`src/hw/hafh_pkg.sv`:
```
// Purpose: Shared constants and types for the HDLC address field handler.
// Assumes: Byte-wide register port with one-cycle read latency.
// Notes: Offsets are byte addresses of the register port.
package hafh_pkg;
    localparam int ADDR_W = 8;
    localparam logic [7:0] OFF_TX_ADDR_HIGH = 8'h3E;
    localparam logic [7:0] OFF_TX_ADDR_LOW = 8'h3F;
    localparam logic [7:0] OFF_RX_ONE_LOW = 8'h40;
    localparam logic [7:0] OFF_RX_ONE_HIGH = 8'h41;
    localparam logic [7:0] OFF_RX_TWO_LOW = 8'h42;
    localparam logic [7:0] OFF_RX_TWO_HIGH = 8'h43;
    localparam logic [7:0] OFF_RX_ONE_LOW_MASK = 8'h44;
    localparam logic [7:0] OFF_RX_ONE_HIGH_MASK = 8'h45;
    localparam logic [7:0] OFF_RX_TWO_LOW_MASK = 8'h46;
    localparam logic [7:0] OFF_RX_TWO_HIGH_MASK = 8'h47;
    localparam logic [7:0] OFF_CHANNEL_CONFIG = 8'h50;
    localparam logic [7:0] OFF_RX_STATUS = 8'h51;
    localparam logic [7:0] REG_RESET = 8'h00;
    localparam logic [7:0] UNMAPPED_READ = 8'h00;
    localparam int CR_BIT = 1;
    localparam int EXT_BIT = 0;
    // Channel config and receive status field positions.
    localparam int CFG_MODE_LSB = 0;
    localparam int CFG_SIZE_BIT = 2;
    localparam int STA_CR_BIT = 0;
    localparam int STA_MATCH_ONE_BIT = 1;
    localparam int STA_MATCH_TWO_BIT = 2;
    localparam int STA_ACCEPT_BIT = 3;

    typedef enum logic [1:0] {
        HAFH_MODE_TRANSPARENT = 2'h0,
        HAFH_MODE_AUTO = 2'h1,
        HAFH_MODE_ADDR_ONE = 2'h2,
        HAFH_MODE_ADDR_TWO = 2'h3
    } hafh_mode_t;

    typedef struct packed {
        logic wr;
        logic rd;
        logic [7:0] addr;
        logic [7:0] wdata;
    } hafh_bus_req_t;

    typedef struct packed {
        logic valid;
        logic [15:0] addr;
    } hafh_rx_addr_t;
endpackage : hafh_pkg

```
`src/hw/hafh_top.sv`:
```
// Purpose: HDLC address field insertion on transmit and recognition on receive.
// Assumes: All inputs synchronous to CLK_SYS_I; framer asks for an address per frame.
// Notes: Transmit address is presented as a registered 16-bit field plus a length flag.
// Operation
// (RULE_01) Transmit addresses used only in automatic modes
// (RULE_02) Insert programmed address into each frame
// (RULE_03) Size bit selects one or two bytes
// (RULE_04) Two bytes: high register first, low second
// (RULE_05) Software writes high byte bit 1 zero
// (RULE_06) Device drives command/response bit by polarity
// (RULE_07) Software should write extension bit zero
// (RULE_08) One byte: commands send high register
// (RULE_09) One byte: responses send low register
// (RULE_10) Compare received bytes with programmed addresses
// (RULE_11) Per-bit masks apply in all recognizing modes
// (RULE_12) Mask one matches; mask zero must equal
// (RULE_13) Automatic mode: receive high bit 1 is polarity
// (RULE_14) Status reports command/response per polarity
// (RULE_15) Software zeroes receive high one, byte mode
// (RULE_16) Sixteen bit: first low is low byte
// (RULE_17) Eight bit: commands match first low
// (RULE_18) Second address; responses match second low
// (RULE_19) Accept on either masked match
`timescale 1ns/1ps
module hafh_top (
    // Clock, reset and enable
    input wire logic CLK_SYS_I,
    input wire logic RST_I,
    input wire logic CE_I,
    // Register port
    input wire logic [7:0] REG_ADDR_I,
    input wire logic [7:0] REG_WDATA_I,
    input wire logic REG_WR_I,
    input wire logic REG_RD_I,
    output logic [7:0] REG_RDATA_O,
    // Transmit side
    input wire logic TX_REQ_I,
    input wire logic TX_IS_RESPONSE_I,
    output logic TX_VALID_O,
    output logic TX_ADDR_USE_O,
    output logic TX_TWO_BYTES_O,
    output logic [15:0] TX_ADDR_O,
    // Receive side
    input wire logic RX_VALID_I,
    input wire logic [15:0] RX_ADDR_I,
    output logic RX_DONE_O,
    output logic RX_ACCEPT_O,
    output logic [7:0] RX_STATUS_O
);
    hafh_pkg::hafh_bus_req_t req;
    hafh_pkg::hafh_rx_addr_t rxa;
    hafh_pkg::hafh_mode_t mode;
    logic [7:0] tx_high_reg;
    logic [7:0] tx_low_reg;
    logic [7:0] rx_one_low_reg;
    logic [7:0] rx_one_high_reg;
    logic [7:0] rx_two_low_reg;
    logic [7:0] rx_two_high_reg;
    logic [7:0] mask_one_low_reg;
    logic [7:0] mask_one_high_reg;
    logic [7:0] mask_two_low_reg;
    logic [7:0] mask_two_high_reg;
    logic [7:0] config_reg;
    logic [7:0] status_reg;
    logic [7:0] rdata_next;
    logic two_bytes;
    logic auto_mode;
    logic addr_mode;
    logic polarity;
    logic [15:0] ref_one;
    logic [15:0] ref_two;
    logic [15:0] msk_one;
    logic [15:0] msk_two;
    logic [15:0] cmp_one;
    logic [15:0] cmp_two;
    logic match_one;
    logic match_two;
    logic rx_cr;
    logic rx_is_cmd;
    logic [7:0] tx_high_cr;
    logic cr_tx;

    assign req = '{wr: REG_WR_I, rd: REG_RD_I, addr: REG_ADDR_I, wdata: REG_WDATA_I};
    assign rxa = '{valid: RX_VALID_I, addr: RX_ADDR_I};
    assign mode = hafh_pkg::hafh_mode_t'(config_reg[hafh_pkg::CFG_MODE_LSB +: 2]);
    assign two_bytes = config_reg[hafh_pkg::CFG_SIZE_BIT]; // [RULE_03]
    assign auto_mode = (mode == hafh_pkg::HAFH_MODE_AUTO);
    // Address handling is off only in transparent mode.
    assign addr_mode = (mode != hafh_pkg::HAFH_MODE_TRANSPARENT); // [RULE_01]
    // Polarity lives in the receive high register only in the automatic mode.
    assign polarity = auto_mode & rx_one_high_reg[hafh_pkg::CR_BIT]; // [RULE_13]

    // Register writes.
    always_ff @(posedge CLK_SYS_I) begin
        if (RST_I) begin
            tx_high_reg <= hafh_pkg::REG_RESET;
            tx_low_reg <= hafh_pkg::REG_RESET;
            rx_one_low_reg <= hafh_pkg::REG_RESET;
            rx_one_high_reg <= hafh_pkg::REG_RESET;
            rx_two_low_reg <= hafh_pkg::REG_RESET;
            rx_two_high_reg <= hafh_pkg::REG_RESET;
            mask_one_low_reg <= hafh_pkg::REG_RESET;
            mask_one_high_reg <= hafh_pkg::REG_RESET;
            mask_two_low_reg <= hafh_pkg::REG_RESET;
            mask_two_high_reg <= hafh_pkg::REG_RESET;
            config_reg <= hafh_pkg::REG_RESET;
        end else if (CE_I && req.wr) begin
            unique case (req.addr)
                hafh_pkg::OFF_TX_ADDR_HIGH: tx_high_reg <= req.wdata;
                hafh_pkg::OFF_TX_ADDR_LOW: tx_low_reg <= req.wdata;
                hafh_pkg::OFF_RX_ONE_LOW: rx_one_low_reg <= req.wdata;
                hafh_pkg::OFF_RX_ONE_HIGH: rx_one_high_reg <= req.wdata;
                hafh_pkg::OFF_RX_TWO_LOW: rx_two_low_reg <= req.wdata;
                hafh_pkg::OFF_RX_TWO_HIGH: rx_two_high_reg <= req.wdata;
                hafh_pkg::OFF_RX_ONE_LOW_MASK: mask_one_low_reg <= req.wdata;
                hafh_pkg::OFF_RX_ONE_HIGH_MASK: mask_one_high_reg <= req.wdata;
                hafh_pkg::OFF_RX_TWO_LOW_MASK: mask_two_low_reg <= req.wdata;
                hafh_pkg::OFF_RX_TWO_HIGH_MASK: mask_two_high_reg <= req.wdata;
                hafh_pkg::OFF_CHANNEL_CONFIG: config_reg <= {5'h00, req.wdata[2:0]};
                default: begin
                end
            endcase
        end
    end

    // Read mux; unmapped offsets read as zero.
    always_comb begin
        unique case (req.addr)
            hafh_pkg::OFF_TX_ADDR_HIGH: rdata_next = tx_high_reg;
            hafh_pkg::OFF_TX_ADDR_LOW: rdata_next = tx_low_reg;
            hafh_pkg::OFF_RX_ONE_LOW: rdata_next = rx_one_low_reg;
            hafh_pkg::OFF_RX_ONE_HIGH: rdata_next = rx_one_high_reg;
            hafh_pkg::OFF_RX_TWO_LOW: rdata_next = rx_two_low_reg;
            hafh_pkg::OFF_RX_TWO_HIGH: rdata_next = rx_two_high_reg;
            hafh_pkg::OFF_RX_ONE_LOW_MASK: rdata_next = mask_one_low_reg;
            hafh_pkg::OFF_RX_ONE_HIGH_MASK: rdata_next = mask_one_high_reg;
            hafh_pkg::OFF_RX_TWO_LOW_MASK: rdata_next = mask_two_low_reg;
            hafh_pkg::OFF_RX_TWO_HIGH_MASK: rdata_next = mask_two_high_reg;
            hafh_pkg::OFF_CHANNEL_CONFIG: rdata_next = config_reg;
            hafh_pkg::OFF_RX_STATUS: rdata_next = status_reg;
            default: rdata_next = hafh_pkg::UNMAPPED_READ;
        endcase
    end

    always_ff @(posedge CLK_SYS_I) begin
        if (RST_I) begin
            REG_RDATA_O <= hafh_pkg::REG_RESET;
        end else if (CE_I) begin
            REG_RDATA_O <= req.rd ? rdata_next : hafh_pkg::REG_RESET;
        end
    end

    // Register port checks: writes land one edge after the strobe, reads stand one cycle.
    cfg_write_a: assert property (@(posedge CLK_SYS_I) disable iff (RST_I) // [RULE_03]
        CE_I && req.wr && req.addr == hafh_pkg::OFF_CHANNEL_CONFIG
        |=> config_reg == ($past(REG_WDATA_I) & 8'h07))
        else $error("Config write did not land.");

    tx_high_write_a: assert property (@(posedge CLK_SYS_I) disable iff (RST_I) // [RULE_04]
        CE_I && req.wr && req.addr == hafh_pkg::OFF_TX_ADDR_HIGH
        |=> tx_high_reg == $past(REG_WDATA_I))
        else $error("Transmit high write did not land.");

    tx_low_write_a: assert property (@(posedge CLK_SYS_I) disable iff (RST_I) // [RULE_04]
        CE_I && req.wr && req.addr == hafh_pkg::OFF_TX_ADDR_LOW
        |=> tx_low_reg == $past(REG_WDATA_I))
        else $error("Transmit low write did not land.");

    rd_idle_zero_a: assert property (@(posedge CLK_SYS_I) disable iff (RST_I)
        CE_I && !req.rd |=> REG_RDATA_O == 8'h00)
        else $error("Read data not zero without a read.");

    rd_cfg_a: assert property (@(posedge CLK_SYS_I) disable iff (RST_I) // [RULE_03]
        CE_I && req.rd && req.addr == hafh_pkg::OFF_CHANNEL_CONFIG
        |=> REG_RDATA_O[7:3] == 5'h00)
        else $error("Unused config bits read back set.");

    rd_status_a: assert property (@(posedge CLK_SYS_I) disable iff (RST_I) // [RULE_14]
        CE_I && req.rd && req.addr == hafh_pkg::OFF_RX_STATUS
        |=> REG_RDATA_O == $past(status_reg))
        else $error("Status read is wrong.");

    // A low enable must hold the transmit, receive-one and config registers, or a slow caller would see lost writes.
    ce_freeze_regs_a: assert property (@(posedge CLK_SYS_I) disable iff (RST_I)
        !CE_I |=> $stable({tx_high_reg, tx_low_reg, rx_one_low_reg, rx_one_high_reg, config_reg}))
        else $error("Registers moved while enable was low.");

    ce_freeze_rd_a: assert property (@(posedge CLK_SYS_I) disable iff (RST_I)
        !CE_I |=> $stable(REG_RDATA_O))
        else $error("Read data moved while enable was low.");

    // Transmit: command bit is polarity, response bit its inverse.
    assign cr_tx = TX_IS_RESPONSE_I ? ~polarity : polarity; // [RULE_06]
    always_comb begin
        tx_high_cr = tx_high_reg;
        tx_high_cr[hafh_pkg::CR_BIT] = cr_tx; // [RULE_06]
    end

    always_ff @(posedge CLK_SYS_I) begin
        if (RST_I) begin
            TX_VALID_O <= 1'b0;
            TX_ADDR_USE_O <= 1'b0;
            TX_TWO_BYTES_O <= 1'b0;
            TX_ADDR_O <= 16'h0000;
        end else if (CE_I) begin
            TX_VALID_O <= TX_REQ_I;
            if (TX_REQ_I) begin
                TX_ADDR_USE_O <= addr_mode; // [RULE_01] [RULE_02]
                TX_TWO_BYTES_O <= two_bytes;
                if (!addr_mode) begin
                    TX_ADDR_O <= 16'h0000; // [RULE_01]
                end else if (two_bytes) begin
                    TX_ADDR_O <= {tx_high_cr, tx_low_reg}; // [RULE_04]
                end else if (TX_IS_RESPONSE_I) begin
                    TX_ADDR_O <= {8'h00, tx_low_reg}; // [RULE_09]
                end else begin
                    TX_ADDR_O <= {8'h00, tx_high_reg}; // [RULE_08]
                end
            end
        end
    end

    tx_valid_a: assert property (@(posedge CLK_SYS_I) disable iff (RST_I) // [RULE_02]
        CE_I |=> TX_VALID_O == $past(TX_REQ_I))
        else $error("Transmit valid is not one cycle after the request.");

    tx_hold_a: assert property (@(posedge CLK_SYS_I) disable iff (RST_I) // [RULE_02]
        CE_I && !TX_REQ_I |=> $stable(TX_ADDR_O))
        else $error("Transmit address changed without a request.");

    tx_size_a: assert property (@(posedge CLK_SYS_I) disable iff (RST_I) // [RULE_03]
        CE_I && TX_REQ_I |=> TX_TWO_BYTES_O == $past(config_reg[hafh_pkg::CFG_SIZE_BIT]))
        else $error("Transmit size flag is wrong.");

    tx_use_a: assert property (@(posedge CLK_SYS_I) disable iff (RST_I) // [RULE_01]
        CE_I && TX_REQ_I && addr_mode |=> TX_ADDR_USE_O)
        else $error("Address not used in an addressing mode.");

    tx_high_a: assert property (@(posedge CLK_SYS_I) disable iff (RST_I) // [RULE_04]
        CE_I && TX_REQ_I && addr_mode && two_bytes
        |=> (TX_ADDR_O[15:8] & 8'hFD) == ($past(tx_high_reg) & 8'hFD))
        else $error("High transmit byte is wrong.");

    ce_freeze_tx_a: assert property (@(posedge CLK_SYS_I) disable iff (RST_I)
        !CE_I |=> $stable(TX_ADDR_O) && $stable(TX_VALID_O))
        else $error("Transmit outputs moved while enable was low.");

    // Receive references. In byte mode address one catches commands, two responses.
    assign ref_one = two_bytes ? {rx_one_high_reg, rx_one_low_reg} : {8'h00, rx_one_low_reg};
    assign ref_two = two_bytes ? {rx_two_high_reg, rx_two_low_reg} : {8'h00, rx_two_low_reg};
    // The command/response position never takes part in the automatic-mode compare.
    assign msk_one = two_bytes ? {mask_one_high_reg | {6'h00, auto_mode, 1'b0},
                                  mask_one_low_reg} : {8'hFF, mask_one_low_reg};
    assign msk_two = two_bytes ? {mask_two_high_reg | {6'h00, auto_mode, 1'b0},
                                  mask_two_low_reg} : {8'hFF, mask_two_low_reg};

    genvar b;
    generate
        for (b = 0; b < 16; b++) begin : g_cmp
            assign cmp_one[b] = msk_one[b] | (rxa.addr[b] == ref_one[b]); // [RULE_12]
            assign cmp_two[b] = msk_two[b] | (rxa.addr[b] == ref_two[b]); // [RULE_11]
        end
    endgenerate

    assign match_one = &cmp_one; // [RULE_10] [RULE_16] [RULE_17]
    assign match_two = &cmp_two; // [RULE_18]
    // A command shows as the inverse of polarity. A one-byte field has no such bit,
    // so there a match on address one stands for a received command.
    assign rx_cr = two_bytes ? rxa.addr[8 + hafh_pkg::CR_BIT] : (match_one ^ polarity);
    assign rx_is_cmd = (rx_cr != polarity); // [RULE_14]

    rx_byte_one_a: assert property (@(posedge CLK_SYS_I) disable iff (RST_I) // [RULE_17]
        rxa.valid && !two_bytes && rxa.addr[7:0] == rx_one_low_reg |-> match_one)
        else $error("Command address not matched.");

    rx_byte_two_a: assert property (@(posedge CLK_SYS_I) disable iff (RST_I) // [RULE_18]
        rxa.valid && !two_bytes && rxa.addr[7:0] == rx_two_low_reg |-> match_two)
        else $error("Response address not matched.");

    rx_word_one_a: assert property (@(posedge CLK_SYS_I) disable iff (RST_I) // [RULE_16]
        rxa.valid && two_bytes && rxa.addr == {rx_one_high_reg, rx_one_low_reg} |-> match_one)
        else $error("First address not matched.");

    rx_word_two_a: assert property (@(posedge CLK_SYS_I) disable iff (RST_I) // [RULE_18]
        rxa.valid && two_bytes && rxa.addr == {rx_two_high_reg, rx_two_low_reg} |-> match_two)
        else $error("Second address not matched.");

    rx_mask_two_a: assert property (@(posedge CLK_SYS_I) disable iff (RST_I) // [RULE_11]
        rxa.valid && !two_bytes && mask_two_low_reg == 8'h00
        && rxa.addr[7:0] != rx_two_low_reg |-> !match_two)
        else $error("Unmasked mismatch on address two.");

    rx_auto_cr_a: assert property (@(posedge CLK_SYS_I) disable iff (RST_I) // [RULE_13]
        rxa.valid && auto_mode && two_bytes && mask_one_high_reg == 8'h00
        && mask_one_low_reg == 8'h00
        && (rxa.addr ^ {rx_one_high_reg, rx_one_low_reg}) == 16'h0200 |-> match_one)
        else $error("Polarity bit took part in the compare.");

    rx_full_high_a: assert property (@(posedge CLK_SYS_I) disable iff (RST_I) // [RULE_13]
        rxa.valid && two_bytes && !auto_mode && mask_one_high_reg == 8'h00
        && rxa.addr[9] != rx_one_high_reg[1] |-> !match_one)
        else $error("High address bit 1 ignored outside automatic mode.");

    rx_cmd_byte_a: assert property (@(posedge CLK_SYS_I) disable iff (RST_I) // [RULE_14]
        rxa.valid && !two_bytes |-> rx_is_cmd == match_one)
        else $error("Byte-mode command not tied to address one.");

    always_ff @(posedge CLK_SYS_I) begin
        if (RST_I) begin
            status_reg <= hafh_pkg::REG_RESET;
            RX_DONE_O <= 1'b0;
            RX_ACCEPT_O <= 1'b0;
        end else if (CE_I) begin
            RX_DONE_O <= rxa.valid;
            if (rxa.valid) begin
                RX_ACCEPT_O <= ~addr_mode | match_one | match_two; // [RULE_19]
                status_reg <= '0;
                status_reg[hafh_pkg::STA_CR_BIT] <= rx_cr; // [RULE_14]
                status_reg[hafh_pkg::STA_MATCH_ONE_BIT] <= match_one;
                status_reg[hafh_pkg::STA_MATCH_TWO_BIT] <= match_two;
                status_reg[hafh_pkg::STA_ACCEPT_BIT] <= ~addr_mode | match_one | match_two;
            end
        end
    end
    assign RX_STATUS_O = status_reg;

    rx_done_a: assert property (@(posedge CLK_SYS_I) disable iff (RST_I) // [RULE_10]
        CE_I |=> RX_DONE_O == $past(rxa.valid))
        else $error("Receive done is not one cycle after valid.");

    rx_hold_a: assert property (@(posedge CLK_SYS_I) disable iff (RST_I) // [RULE_19]
        CE_I && !rxa.valid |=> $stable(RX_ACCEPT_O))
        else $error("Accept changed without a frame.");

    rx_open_a: assert property (@(posedge CLK_SYS_I) disable iff (RST_I) // [RULE_19]
        CE_I && rxa.valid && !addr_mode |=> RX_ACCEPT_O)
        else $error("Transparent mode refused a frame.");

    rx_status_byte_a: assert property (@(posedge CLK_SYS_I) disable iff (RST_I) // [RULE_14]
        CE_I && rxa.valid && !two_bytes
        |=> (status_reg[hafh_pkg::STA_CR_BIT] != $past(polarity)) == $past(match_one))
        else $error("Byte-mode status command bit is wrong.");

    rx_status_acc_a: assert property (@(posedge CLK_SYS_I) disable iff (RST_I) // [RULE_19]
        CE_I && rxa.valid |=> status_reg[hafh_pkg::STA_ACCEPT_BIT] == RX_ACCEPT_O)
        else $error("Status accept bit disagrees with accept.");

    // Status is read-only; only a received frame may change it.
    status_ro_a: assert property (@(posedge CLK_SYS_I) disable iff (RST_I) // [RULE_14]
        CE_I && !rxa.valid |=> $stable(status_reg))
        else $error("Status changed without a frame.");

    ce_freeze_rx_a: assert property (@(posedge CLK_SYS_I) disable iff (RST_I)
        !CE_I |=> $stable(status_reg) && $stable(RX_ACCEPT_O) && $stable(RX_DONE_O))
        else $error("Receive outputs moved while enable was low.");

    accept_rule_a: assert property (@(posedge CLK_SYS_I) disable iff (RST_I) // [RULE_19]
        CE_I && rxa.valid && addr_mode |=> RX_ACCEPT_O == $past(match_one | match_two))
        else $error("Accept does not follow address match.");
    tx_order_a: assert property (@(posedge CLK_SYS_I) disable iff (RST_I) // [RULE_04]
        CE_I && TX_REQ_I && addr_mode && two_bytes |=> TX_ADDR_O[7:0] == $past(tx_low_reg))
        else $error("Low transmit byte is wrong.");
    tx_cr_a: assert property (@(posedge CLK_SYS_I) disable iff (RST_I) // [RULE_06]
        CE_I && TX_REQ_I && addr_mode && two_bytes
        |=> TX_ADDR_O[9] == ($past(TX_IS_RESPONSE_I) ^ $past(polarity)))
        else $error("Command/response bit is wrong.");
    tx_cmd_a: assert property (@(posedge CLK_SYS_I) disable iff (RST_I) // [RULE_08]
        CE_I && TX_REQ_I && addr_mode && !two_bytes && !TX_IS_RESPONSE_I
        |=> TX_ADDR_O == {8'h00, $past(tx_high_reg)})
        else $error("Command address is wrong.");
    tx_resp_a: assert property (@(posedge CLK_SYS_I) disable iff (RST_I) // [RULE_09]
        CE_I && TX_REQ_I && addr_mode && !two_bytes && TX_IS_RESPONSE_I
        |=> TX_ADDR_O == {8'h00, $past(tx_low_reg)})
        else $error("Response address is wrong.");
    tx_off_a: assert property (@(posedge CLK_SYS_I) disable iff (RST_I) // [RULE_01]
        CE_I && TX_REQ_I && !addr_mode |=> !TX_ADDR_USE_O && TX_ADDR_O == 16'h0000)
        else $error("Address used outside automatic modes.");
    rx_exact_a: assert property (@(posedge CLK_SYS_I) disable iff (RST_I) // [RULE_12]
        rxa.valid && !two_bytes && mask_one_low_reg == 8'h00
        && rxa.addr[7:0] != rx_one_low_reg |-> !match_one)
        else $error("Unmasked mismatch accepted.");
    rx_status_a: assert property (@(posedge CLK_SYS_I) disable iff (RST_I) // [RULE_14]
        CE_I && rxa.valid && two_bytes |=> status_reg[0] == $past(rxa.addr[9]))
        else $error("Status command/response bit is wrong.");
endmodule : hafh_top

```
`config.mk`:
```
export PLATFORM = sky130hd
export DESIGN_NAME = hafh_top
export DESIGN_NICKNAME = d
export VERILOG_FILES = /design/src/hw/hafh_pkg.sv /design/src/hw/hafh_top.sv
export SDC_FILE = /design/constraint.sdc
export NUM_CORES = 1
export LEC_CHECK = 0
export BUFFER_PORTS_ARGS = -buffer_cell sky130_fd_sc_hd__buf_2
export CAP_MARGIN = 20
export CORE_ASPECT_RATIO = 1.75
export CORE_MARGIN = 2
export CORE_UTILIZATION = 35
export CTS_CLUSTER_DIAMETER = 30
export DETAILED_ROUTE_END_ITERATION = 12
export PLACE_DENSITY = 0.53
export SLEW_MARGIN = 10
export SYNTH_ARGS = -nofsm -noshare
export SYNTH_HDL_FRONTEND = slang
export SYNTH_SLANG_ARGS = --single-unit
```
`constraint.sdc`:
```
create_clock -name CLK_SYS_I -period 6.45 [get_ports CLK_SYS_I]
set_input_delay 1.6125 -clock CLK_SYS_I [delete_from_list [all_inputs] [get_ports CLK_SYS_I]]
set_output_delay 1.6125 -clock CLK_SYS_I [all_outputs]
set_load 0.01 [all_outputs]
```
==> qor.yml <==
powerDensity_mw_per_mm2: 275
hpwl_um: 13200
finalMaxSlewViolations: 0
layout_commonest_cell: "dfxtp_1"
core.rowCount: 60
grt_usage_pct: 21.5
ys_seq_elements: 115
regMostFlops: "TX_ADDR_O"
netlist_area_sq_mm: 0.00552
whs_ps: 450
yosysTopAreaCell: "dfxtp_1"
htreeDepth: 4
cts_hold_buf: 0
cts_buffer_depth: 2
setup_violations: 0
syn_avg_cell_area_sq_um: 8.75
synth_warnings: 0
wirelength_um: 18000
cts_made_buffers: 17
syn_inst: 631
worst_slack_ps: 2970
numPortBuffers: 72
p_leak_nw: 2.39
path_common_cell: "nand2_1"
gp_congestion: 0.920
finalHoldViolations: 0
yosysUniqueCellTypes: 47
drcViolationCount: 0
viasPerCell: 5.52
cp_cell_sequence: "buf_2, nor2_1, and3_1, nand2_1, nand2_1, a21oi_1"
synthArstFlopShare_pct: 0
ir_drop_mv: 0.184
synth_ff_type: "dfxtp_1"
maxSlewHeadroom_pct: 35.3
max-cap-violations: 0
cpMaxStageDelayCell: "and3_1"
post-route-period-util_pct: 54.0
nets: 718
setup_tns_ps: 0
clkLatencyLatePin_ps: 420
final_cells: 877
drive_above_1_share_pct: 19.1
fmax_ghz: 0.287
fin_util_pct: 42.5
die_w_um: 98.9
cts_tree: "yes"
ys_top_cells_by_area: "dfxtp_1 (42%), mux2i_1 (9.8%), a21oi_1 (5.9%)"
die_y_um: 170
largest_reg_flops: 16
dp_cells: 845
drt_iter0_drc: 332
crit_fanout: 34
yosysTopAreaCellShare_pct: 41.7
grt_pass1_wl_um: 27100
post_cts_resized: 0
diodes: 0
final_cell_mix: "dfxtp_1 (115), nor2_1 (77), nand2_1 (73), buf_2 (71), a21oi_1 (65)"
clock_sinks: 115
arrival_ps: 3760
cts.clk_slew.worst_paths_ps: 60
areaGrowthSynthToFinish_pct: 18.5
drtPass1Iterations: 5
critPathLaunchType: "input pin"
antenna_found_initial: 0
synth-seq-area-share_pct: 41.7
fin_skew_ps: 7.60
crit_buf_inv: 1
core-area_sq_mm: 0.0154
grt.overflow.total: 0
end_kind: "register"
io_pins: 77
cpPeakStageDelay_ps: 800
dp_slack_ps: 2620
start_util_pct: 35.9
synth-edff-count: 0
dieArea_sq_mm: 0.0168
wl_per_cell_um: 20.5
post-route-min-period_ps: 3480
vias: 4839
critPathRequiredTime_ps: 6720
crit_type: "input pin to register"
grt_pass1_vias: 4717
hp-class: "register to register"
grt_max_degree: 60
ant_nets: 0
tightest_slew_ps: 957
status: "complete, no violations"
crit_family: "simple AND/OR/NAND/NOR gates"
cts_setup_buffers: 0
rsz0062_at_grt: "no"
root_buffer: "clkbuf_16"
-- synth_stat cells (6+ instances only) --
library cell,instances
clkbuf_1,34
nor2_1,77
nor3_1,6
o21ai_0,23
mux2i_1,54
mux4_2,12
buf_2,6
a21oi_1,65
a22oi_1,13
buf_4,8
nand2_1,73
nand3_1,41
xnor2_1,33
mux2_2,6
dfxtp_1,115
o22ai_1,15
-- per-layer routing --
metal,vias to the layer above,routed length [um],share of wire [%],GRT usage (%)
met2,206,9090,51,37.4
li1,2316,-,-,-
met1,2255,6950,39,23.6
met3,62,945,5.3,4.60
met5,-,0,0,0
met4,0,1010,5.6,13.0
-- tightest hold or removal path: cells and delay by family, from the launching register on --
| family | cells | cell delay, ps |
|---|---|---|
| AOI/OAI and AO/OA | 1 | 50 |
| DFF | 1 | 300 |
| and+or+nand+nor | 1 | 50 |
-- kinds of logic after synthesis --
logic type	count (synthesis)	share of synthesized area, %
muxes	72	15.9
buffers and inverters	53	4.42
AOI/OAI and AO/OA	134	14.1
other	1	0.0679
xor gates and xnor gates	34	5.39
DFF	115	41.7
and+or+nand+nor	222	18.4
-- power breakdown --
part / total, mW / switching [mW] / internal (mW)
sequential: 0.714 / 0.00158 / 0.712
combinational: 0.0952 / 0.0652 / 0.0300
clock: 0.988 / 0.369 / 0.618
total: 1.80 / 0.436 / 1.36
-- worst paths after layout --
path	end	start	slack (ps)	cells past startpoint
setup / recovery	rx_one_low_reg[3]	REG_ADDR_I[0]	2970	6
hold / removal	TX_TWO_BYTES_O	TX_TWO_BYTES_O	450	2
setup reg to reg	RX_ACCEPT_O	config_reg[0]	4230	5
hold reg to reg	TX_TWO_BYTES_O	TX_TWO_BYTES_O	450	2
-- per-stage QoR --
step | instance area (sq um) | total power [mW]
after global routing | 6540 | 1.85
after floorplan | 5530 | 0.789
final | 6540 | 1.80
after detailed placement | 5920 | 0.824
after global placement | 5920 | 0.823
after CTS | 6540 | 1.81
-- layout make-up --
| class | instances | area (sq um) |
|---|---|---|
| well taps | 186 | 233 |
| fillers | 1546 | 8850 |
| flip-flops and latches | 115 | 2300 |
| clock inverters | 15 | 196 |
| inverters | 2 | 7.51 |
| clock buffers | 17 | 425 |
| multi-input cells | 466 | 2990 |
| repair buffers | 76 | 393 |
No activity file was read; power rests on OpenSTA's default activity.
